<file path="src/hdl/spg_defs.svh">
`ifndef SPG_DEFS_SVH
`define SPG_DEFS_SVH

// special-function window of the direct address space
`define SPG_SFR_LO 8'h80
`define SPG_SFR_HI 8'hFF
// stack and control register addresses
`define SPG_ADDR_SELECT 8'hA7
`define SPG_ADDR_MIDDLE 8'h85
`define SPG_ADDR_BOTTOM 8'h86
`define SPG_ADDR_CONTROL 8'h8E
// implemented pages
`define SPG_PAGE_BASE 8'h00
`define SPG_PAGE_EXT 8'h0F
// page control lives on this page
`define SPG_PAGE_CONTROL 8'h0F
// reset values
`define SPG_RST_SELECT 8'h00
`define SPG_RST_MIDDLE 8'h00
`define SPG_RST_BOTTOM 8'h00
`define SPG_RST_CONTROL 8'h01
// value placed in the middle entry when the bottom holds nothing
`define SPG_EMPTY_PAGE 8'h00
// field positions
`define SPG_BIT_AUTO_EN 0
// low nibbles of bit-addressable registers
`define SPG_NIB_BIT0 4'h0
`define SPG_NIB_BIT8 4'h8

`endif

</file>
<file path="src/hdl/spg_pkg.sv">
package spg_pkg;
  // target of a decoded direct access
  typedef enum logic [2:0] {
    SPG_TGT_RAM,
    SPG_TGT_SELECT,
    SPG_TGT_MIDDLE,
    SPG_TGT_BOTTOM,
    SPG_TGT_CONTROL,
    SPG_TGT_PERIPH
  } spg_target_e;
  // stack action for one cycle
  typedef enum logic [1:0] {
    SPG_ACT_HOLD,
    SPG_ACT_PUSH,
    SPG_ACT_POP
  } spg_action_e;
  typedef logic [7:0] spg_byte_t;
endpackage

</file>
<file path="src/hdl/spg_stack_entry.sv">
`timescale 1ns/1ps
// one byte of the page stack: software write, or load on stack movement
module spg_stack_entry
  import spg_pkg::*;
#(
  parameter spg_byte_t RST_VAL = 8'h00
) (
  // clock and reset
  input wire logic sys_clk,
  input wire logic rst_n,
  // software write port
  input wire logic sw_we,
  input wire spg_byte_t sw_data,
  // hardware load port, wins over software
  input wire logic hw_load,
  input wire spg_byte_t hw_data,
  // stored value
  output spg_byte_t value_r
);
  // hardware stack movement wins over a same-cycle software write
  always_ff @(posedge sys_clk or negedge rst_n) begin
    if (!rst_n) begin
      value_r <= RST_VAL;
    end else if (hw_load) begin
      value_r <= hw_data;
    end else if (sw_we) begin
      value_r <= sw_data;
    end
  end
endmodule

</file>
<file path="src/hdl/spg_sfr_pager.sv">
`timescale 1ns/1ps
`include "spg_defs.svh"

////////////////////////////////////////////////////////////////////////////////
// Notes on behaviour
// - direct addresses 0x80-0xFF go to SFR space
// - low nibble 0 or 8 allows bit access
// - other addresses accept byte access only
// - eight-bit page number selects among 256 pages
// - paged registers exist on pages 0x00, 0x0F
// - entry pushes: middle to bottom, select to middle
// - return pops: middle to select, bottom to middle
// - empty bottom pops 0x00 into middle
// - each stack level has own read/write register
// - software writes never push or pop
// - pop restores software-written middle and bottom
// - push overwrites software-written bottom entry
// - auto paging loads interrupt page after push
// - auto enable is control bit 0, resets 1
// - cleared enable: no page switch, no push/pop
// - control bits 7:1 read zero, ignore writes
// - all-page registers ignore the page select
// - page select writable in any cycle without a push or pop, effective next access
// - page select at 0xA7, all pages
// - middle entry at 0x85, all pages
// - bottom entry at 0x86, all pages
module spg_sfr_pager
  import spg_pkg::*;
(
  // clock and reset
  input wire logic sys_clk,
  input wire logic rst_n,
  // direct access from the core
  input wire logic acc_direct,
  input wire logic acc_write,
  input wire logic acc_read,
  input wire logic acc_bit,
  input wire logic [7:0] acc_addr,
  input wire logic [2:0] acc_bit_pos,
  input wire logic [7:0] acc_wdata,
  // interrupt events from the core
  input wire logic int_entry,
  input wire logic interrupt_return,
  input wire logic [7:0] int_page,
  // read data and decode results
  output logic [7:0] acc_rdata_r,
  output logic sfr_sel_r,
  output logic ram_sel_r,
  output logic bit_ok_r,
  output logic bit_refused_r,
  output logic periph_sel_r,
  output logic [7:0] periph_page_r,
  output logic [7:0] periph_addr_r,
  output logic page_known_r,
  // stack view
  output logic [7:0] page_select_r,
  output logic [7:0] page_stack_middle_r,
  output logic [7:0] page_stack_bottom_r,
  output logic auto_page_enable_r
);

  ////////////////////////////////////////////////////////////////////////////
  // address decode

  // any direct access inside the window targets SFR space
  wire in_sfr = acc_direct && (acc_addr >= `SPG_SFR_LO);
  // bit access only where the low nibble is 0 or 8
  wire bit_addr = (acc_addr[3:0] == `SPG_NIB_BIT0) ||
                  (acc_addr[3:0] == `SPG_NIB_BIT8);
  // bit request on a byte-only address is dropped
  wire bit_bad = in_sfr && acc_bit && !bit_addr;
  wire op_ok = in_sfr && !bit_bad;
  // stack registers decode on every page
  wire hit_sel = (acc_addr == `SPG_ADDR_SELECT);
  wire hit_mid = (acc_addr == `SPG_ADDR_MIDDLE);
  wire hit_bot = (acc_addr == `SPG_ADDR_BOTTOM);
  // control register only on its own page
  wire hit_ctl = (acc_addr == `SPG_ADDR_CONTROL) &&
                 (page_select_r == `SPG_PAGE_CONTROL);
  wire hit_own = hit_sel || hit_mid || hit_bot || hit_ctl;
  // current page is one that holds paged registers
  wire page_impl = (page_select_r == `SPG_PAGE_BASE) ||
                   (page_select_r == `SPG_PAGE_EXT);

  // decoded target, drives the write enables
  spg_target_e target;
  assign target = !in_sfr ? SPG_TGT_RAM :
                  hit_sel ? SPG_TGT_SELECT :
                  hit_mid ? SPG_TGT_MIDDLE :
                  hit_bot ? SPG_TGT_BOTTOM :
                  hit_ctl ? SPG_TGT_CONTROL : SPG_TGT_PERIPH;

  ////////////////////////////////////////////////////////////////////////////
  // write data with bit merge

  // current byte of the addressed own register
  wire [7:0] own_val = hit_sel ? page_select_r :
                       hit_mid ? page_stack_middle_r :
                       hit_bot ? page_stack_bottom_r :
                       hit_ctl ? {7'h00, auto_page_enable_r} : 8'h00;
  // single bit write merges into the current value
  wire [7:0] bit_mask = 8'h01 << acc_bit_pos;
  wire [7:0] wr_byte = acc_bit ? ((own_val & ~bit_mask) |
                                  (acc_wdata[0] ? bit_mask : 8'h00))
                               : acc_wdata;
  wire wr_ok = acc_write && op_ok;
  wire we_sel = wr_ok && (target == SPG_TGT_SELECT);
  wire we_mid = wr_ok && (target == SPG_TGT_MIDDLE);
  wire we_bot = wr_ok && (target == SPG_TGT_BOTTOM);
  wire we_ctl = wr_ok && (target == SPG_TGT_CONTROL);

  ////////////////////////////////////////////////////////////////////////////
  // stack control

  // stack moves only on core events, gated by the enable; entry first
  spg_action_e action;
  assign action = !auto_page_enable_r ? SPG_ACT_HOLD :
                  int_entry ? SPG_ACT_PUSH :
                  interrupt_return ? SPG_ACT_POP : SPG_ACT_HOLD;
  wire do_push = (action == SPG_ACT_PUSH);
  wire do_pop = (action == SPG_ACT_POP);
  // bottom counts as empty once popped until a push or a software write refills it
  logic bot_full_r;
  logic bot_full_nxt;
  // a software write to the bottom in a pop cycle still leaves it full
  assign bot_full_nxt = do_push ? 1'b1 :
                        we_bot ? 1'b1 :
                        do_pop ? 1'b0 : bot_full_r;

  // new value for each entry on stack movement
  wire [7:0] sel_hw = do_push ? int_page : page_stack_middle_r;
  wire [7:0] mid_hw = do_push ? page_select_r :
                      (bot_full_r ? page_stack_bottom_r : `SPG_EMPTY_PAGE);
  wire [7:0] bot_hw = page_stack_middle_r;
  wire mv = do_push || do_pop;

  ////////////////////////////////////////////////////////////////////////////
  // stack entries

  // top of stack, the page select
  spg_stack_entry #(.RST_VAL(`SPG_RST_SELECT)) u_select (
    .sys_clk(sys_clk),
    .rst_n(rst_n),
    .sw_we(we_sel),
    .sw_data(wr_byte),
    .hw_load(mv),
    .hw_data(sel_hw),
    .value_r(page_select_r)
  );
  // middle entry
  spg_stack_entry #(.RST_VAL(`SPG_RST_MIDDLE)) u_middle (
    .sys_clk(sys_clk),
    .rst_n(rst_n),
    .sw_we(we_mid),
    .sw_data(wr_byte),
    .hw_load(mv),
    .hw_data(mid_hw),
    .value_r(page_stack_middle_r)
  );
  // bottom entry, loaded only on push
  spg_stack_entry #(.RST_VAL(`SPG_RST_BOTTOM)) u_bottom (
    .sys_clk(sys_clk),
    .rst_n(rst_n),
    .sw_we(we_bot),
    .sw_data(wr_byte),
    .hw_load(do_push),
    .hw_data(bot_hw),
    .value_r(page_stack_bottom_r)
  );

  // bottom occupancy flag
  always_ff @(posedge sys_clk or negedge rst_n) begin
    if (!rst_n) begin
      bot_full_r <= 1'b0;
    end else begin
      bot_full_r <= bot_full_nxt;
    end
  end

  // reset byte of the control register, only the enable bit is kept
  localparam logic [7:0] CTL_RST = `SPG_RST_CONTROL;

  // control register, only bit 0 stored
  always_ff @(posedge sys_clk or negedge rst_n) begin
    if (!rst_n) begin
      auto_page_enable_r <= CTL_RST[`SPG_BIT_AUTO_EN];
    end else if (we_ctl) begin
      auto_page_enable_r <= wr_byte[`SPG_BIT_AUTO_EN];
    end
  end

  ////////////////////////////////////////////////////////////////////////////
  // registered answers

  // read byte or bit of an own register, zero elsewhere
  wire [7:0] rd_val = acc_bit ? {7'h00, own_val[acc_bit_pos]} : own_val;

  // decode outputs registered one cycle after the request
  always_ff @(posedge sys_clk or negedge rst_n) begin
    if (!rst_n) begin
      acc_rdata_r <= 8'h00;
      sfr_sel_r <= 1'b0;
      ram_sel_r <= 1'b0;
      bit_ok_r <= 1'b0;
      bit_refused_r <= 1'b0;
      periph_sel_r <= 1'b0;
      periph_page_r <= 8'h00;
      periph_addr_r <= 8'h00;
      page_known_r <= 1'b0;
    end else begin
      acc_rdata_r <= (acc_read && op_ok) ? rd_val : 8'h00;
      sfr_sel_r <= in_sfr && (acc_read || acc_write);
      ram_sel_r <= acc_direct && !in_sfr && (acc_read || acc_write);
      bit_ok_r <= in_sfr && acc_bit && bit_addr;
      bit_refused_r <= bit_bad && (acc_read || acc_write);
      periph_sel_r <= op_ok && !hit_own && (acc_read || acc_write);
      periph_page_r <= page_select_r;
      periph_addr_r <= acc_addr;
      page_known_r <= page_impl;
    end
  end
endmodule

</file>
<file path="config.mk">
export PLATFORM = sky130hd
export DESIGN_NAME = spg_sfr_pager
export DESIGN_NICKNAME = d
export VERILOG_FILES = /design/src/hdl/spg_pkg.sv /design/src/hdl/spg_stack_entry.sv /design/src/hdl/spg_sfr_pager.sv
export VERILOG_INCLUDE_DIRS = /design/src /design/src/hdl
export SDC_FILE = /design/constraint.sdc
export NUM_CORES = 1
export LEC_CHECK = 0
export ABC_AREA = 1
export BUFFER_PORTS_ARGS = -buffer_cell sky130_fd_sc_hd__buf_2
export CORE_MARGIN = 2
export CORE_UTILIZATION = 33
export CTS_CLUSTER_SIZE = 28
export DETAILED_ROUTE_END_ITERATION = 10
export GPL_TIMING_DRIVEN = 0
export SLEW_MARGIN = 20
export SYNTH_ARGS = -nofsm -noshare
export SYNTH_HDL_FRONTEND = slang
export SYNTH_SLANG_ARGS = --single-unit
export TNS_END_PERCENT = 100
</file>
<file path="constraint.sdc">
create_clock -name sys_clk -period 2.1 [get_ports sys_clk]
set_input_delay 0.42 -clock sys_clk [delete_from_list [all_inputs] [get_ports sys_clk]]
set_output_delay 0.42 -clock sys_clk [all_outputs]
set_load 0.01 [all_outputs]
</file>
==> impl_metrics.json <==
{
  "ctsHoldBuffers": 0,
  "syn_inst": 386,
  "cp_max_fo": 9,
  "yosysWarningCount": 0,
  "coreArea_mm2": 0.00876,
  "crit_slowest_cell": "dfrtp_1",
  "finalHoldViolCount": 0,
  "port_buffers": 88,
  "grt_pass1_wl_um": 14000,
  "ios": 90,
  "syn_avg_cell_area_um2": 7.79,
  "grt_max_degree": 57,
  "worst-setup-path-type": "reg -> reg",
  "p_int_mw": 1.44,
  "reg2reg_depth": 9,
  "crit_required_ps": 2340,
  "slew_violations": 0,
  "viasPerCell": 4.87,
  "num-nets-final": 516,
  "r2r_start": "u_select.value_r[4]$_DFFE_PN0P_",
  "p_leak_nw": 2.03,
  "max_cap_violations": 0,
  "outcome": "completed",
  "synth_seq_area_share": 0.466,
  "wire_per_inst_um": 14.4,
  "finalSetupTns_ps": 0,
  "row_count": 34,
  "final_common_cell": "nand2_1",
  "syn_area_mm2": 0.00301,
  "cts_root_buffer": "clkbuf_8",
  "dieArea_mm2": 0.00989,
  "gp_congestion": 0.883,
  "clock-sinks": 56,
  "p_comb_frac": 0.110,
  "cts.path.max_buffers": 2,
  "rrSetupSlack_ps": 270,
  "path_cells": "inv_1 > nand4_1 > nor2_1 > nand2_1 > nand2_4 > a31oi_4 > inv_2 > nor2_1 > a21oi_1",
  "fin_skew_ps": 14.3,
  "wl_um": 8470,
  "rsz0062_at_grt": "false",
  "end_kind": "register",
  "first_global_vias": 2818,
  "p_sw_frac": 0.257,
  "p_seq_frac": 0.573,
  "setup_viol": 0,
  "period_minus_slack_ps": 1830,
  "crit_path_start_kind": "register",
  "critPathMaxStageDelay_ps": 460,
  "power.switching_mw": 0.500,
  "p_per_area_mw_per_mm2": 529,
  "antenna_found_initial": 0,
  "tightest_slew_ps": 706,
  "cts_made_buffers": 5,
  "grt.total_usage": 0.178,
  "layout-drive-gt1-share": 0.257,
  "areaGrowthSynthToFinish_pct": 22.2,
  "r2r_end": "u_middle.value_r[0]$_DFFE_PN0P_",
  "ys_types": 31,
  "dieHeight_um": 99.5,
  "fin_util": 0.419,
  "drc_errors": 0,
  "htreeDepth": 2,
  "hold_class": "in -> async",
  "num_vias": 2872,
  "diodes": 0,
  "die_w_um": 99.5,
  "grt_overflow": 0,
  "crit_arrival_ps": 2070,
  "maxSlewHeadroom": 0.529,
  "irDropWorstVdd_v": 0.000265,
  "critPathMostFrequentCell": "nor2_1",
  "cts_setup_buffers": 0,
  "ant_nets": 0,
  "insertion_delay_ps": 310,
  "cts_tree": "yes",
  "syn_nets": 421,
  "start_util": 0.343,
  "clockPowerShare": 0.317,
  "path_clk_slew_ps": 100,
  "ys_ff_latch": 56,
  "layout_common_cells": "nand2_1, buf_2, dfrtp_1, inv_1, nor2_1",
  "ctsResizeCount": 0,
  "first_pass_iters": 4,
  "period_share": 0.872,
  "max_freq_mhz": 546,
  "drtIter0Drc": 159,
  "hpwlAfterDp_um": 6780
}
==> layer usage <==
layer	vias up	track usage	wire length, um
met3	8	0.0232	532
li1	1434	-	-
met1	1341	0.244	3820
met4	0	0.0611	138
met2	89	0.291	3980
met5	-	0	0
==> cells in the mapped netlist <==
cell type / instances / area, um2
nor2_2: 3 / 18.8
o21ai_2: 1 / 8.76
o21ai_0: 30 / 150
nor2_4: 3 / 33.8
dfstp_2: 1 / 26.3
clkbuf_2: 1 / 5.00
nand2_2: 3 / 18.8
nand2_4: 3 / 33.8
a21oi_4: 1 / 16.3
or2_2: 1 / 6.26
a21oi_1: 16 / 80.1
buf_6: 2 / 22.5
nand4_1: 12 / 75.1
o21ai_1: 1 / 5.00
dfrtp_1: 55 / 1380
nor2_8: 2 / 40.0
o211ai_2: 2 / 25.0
o211ai_1: 7 / 52.6
nor3_4: 1 / 16.3
a22oi_1: 7 / 52.6
clkbuf_1: 5 / 18.8
nand3_2: 1 / 10.0
nor3_1: 3 / 15.0
buf_2: 1 / 5.00
a31oi_4: 1 / 21.3
nand3_1: 28 / 140
nor2_1: 41 / 154
nand2_1: 98 / 368
inv_1: 52 / 195
inv_2: 3 / 11.3
o22ai_1: 1 / 6.26
==> logic make-up (layout without fill, tap and decap cells) <==
| family | count (synthesis) | in the layout | share of synthesized area |
|---|---|---|---|
| compound gates | 67 | 67 | 0.139 |
| buf+inv | 64 | 160 | 0.0857 |
| flops | 56 | 56 | 0.466 |
| simple gates | 199 | 199 | 0.309 |
==> registers in the layout, summed over array words and instances (netlist names) <==
register / count
acc_rdata_r: 8
auto_page_enable_r: 1
bit_ok_r: 1
bit_refused_r: 1
bot_full_r: 1
page_known_r: 1
periph_addr_r: 8
periph_page_r: 8
periph_sel_r: 1
ram_sel_r: 1
sfr_sel_r: 1
u_bottom.value_r: 8
u_middle.value_r: 8
u_select.value_r: 8
==> power by group through the flow <==
stage	clock (mW)	sequential [mW]	combinational [mW]
3_3_place_gp	0	1.13	0.212
5_1_grt	0.677	1.12	0.245
3_5_place_dp	0	1.13	0.216
2_1_floorplan	0	1.14	0.0942
4_1_cts	0.639	1.11	0.217
6_report	0.617	1.11	0.214
==> critical path: cells and delay by family, from the launching register on <==
kind / cells / cell delay, ps
simple gates: 5 / 740
compound gates: 2 / 270
flops: 1 / 460
buf+inv: 2 / 280
==> layout make-up <==
class / instances / area [um2]
Buffer: 9 / 51.3
Clock buffer: 8 / 90.1
Fill cell: 922 / 5090
Inverter: 55 / 206
Multi-Input combinational cell: 266 / 1350
Sequential cell: 56 / 1400
Tap cell: 108 / 135
Timing Repair Buffer: 88 / 443
==> worst max path at each step <==
stage	end	depth (start not counted)	start	slack (ps)
global route	u_middle.value_r[4]$_DFFE_PN0P_	9	u_select.value_r[6]$_DFFE_PN0P_	120
global placement	u_select.value_r[2]$_DFFE_PN0P_	10	acc_addr[3]	140
detailed placement	u_select.value_r[2]$_DFFE_PN0P_	10	acc_addr[3]	120
finish	u_middle.value_r[0]$_DFFE_PN0P_	9	u_select.value_r[4]$_DFFE_PN0P_	270
floorplan	u_select.value_r[7]$_DFFE_PN0P_	6	auto_page_enable_r$_DFFE_PN1P_	560
CTS	u_middle.value_r[0]$_DFFE_PN0P_	9	u_select.value_r[4]$_DFFE_PN0P_	250
==> stage by stage <==
stage                     power [mW]  hold slack [ps]  worst slack (ps)  instances  instance area, um2
after global placement          1.35              484               137        582                3580
after floorplan                 1.24              124               556        386                3010
after detailed placement        1.35              475               122        582                3590
after global routing            2.04              208               124        590                3680
final                           1.94              158               269        590                3680
after CTS                       1.97              177               251        590                3680
Power figures use the tool's default switching activity.
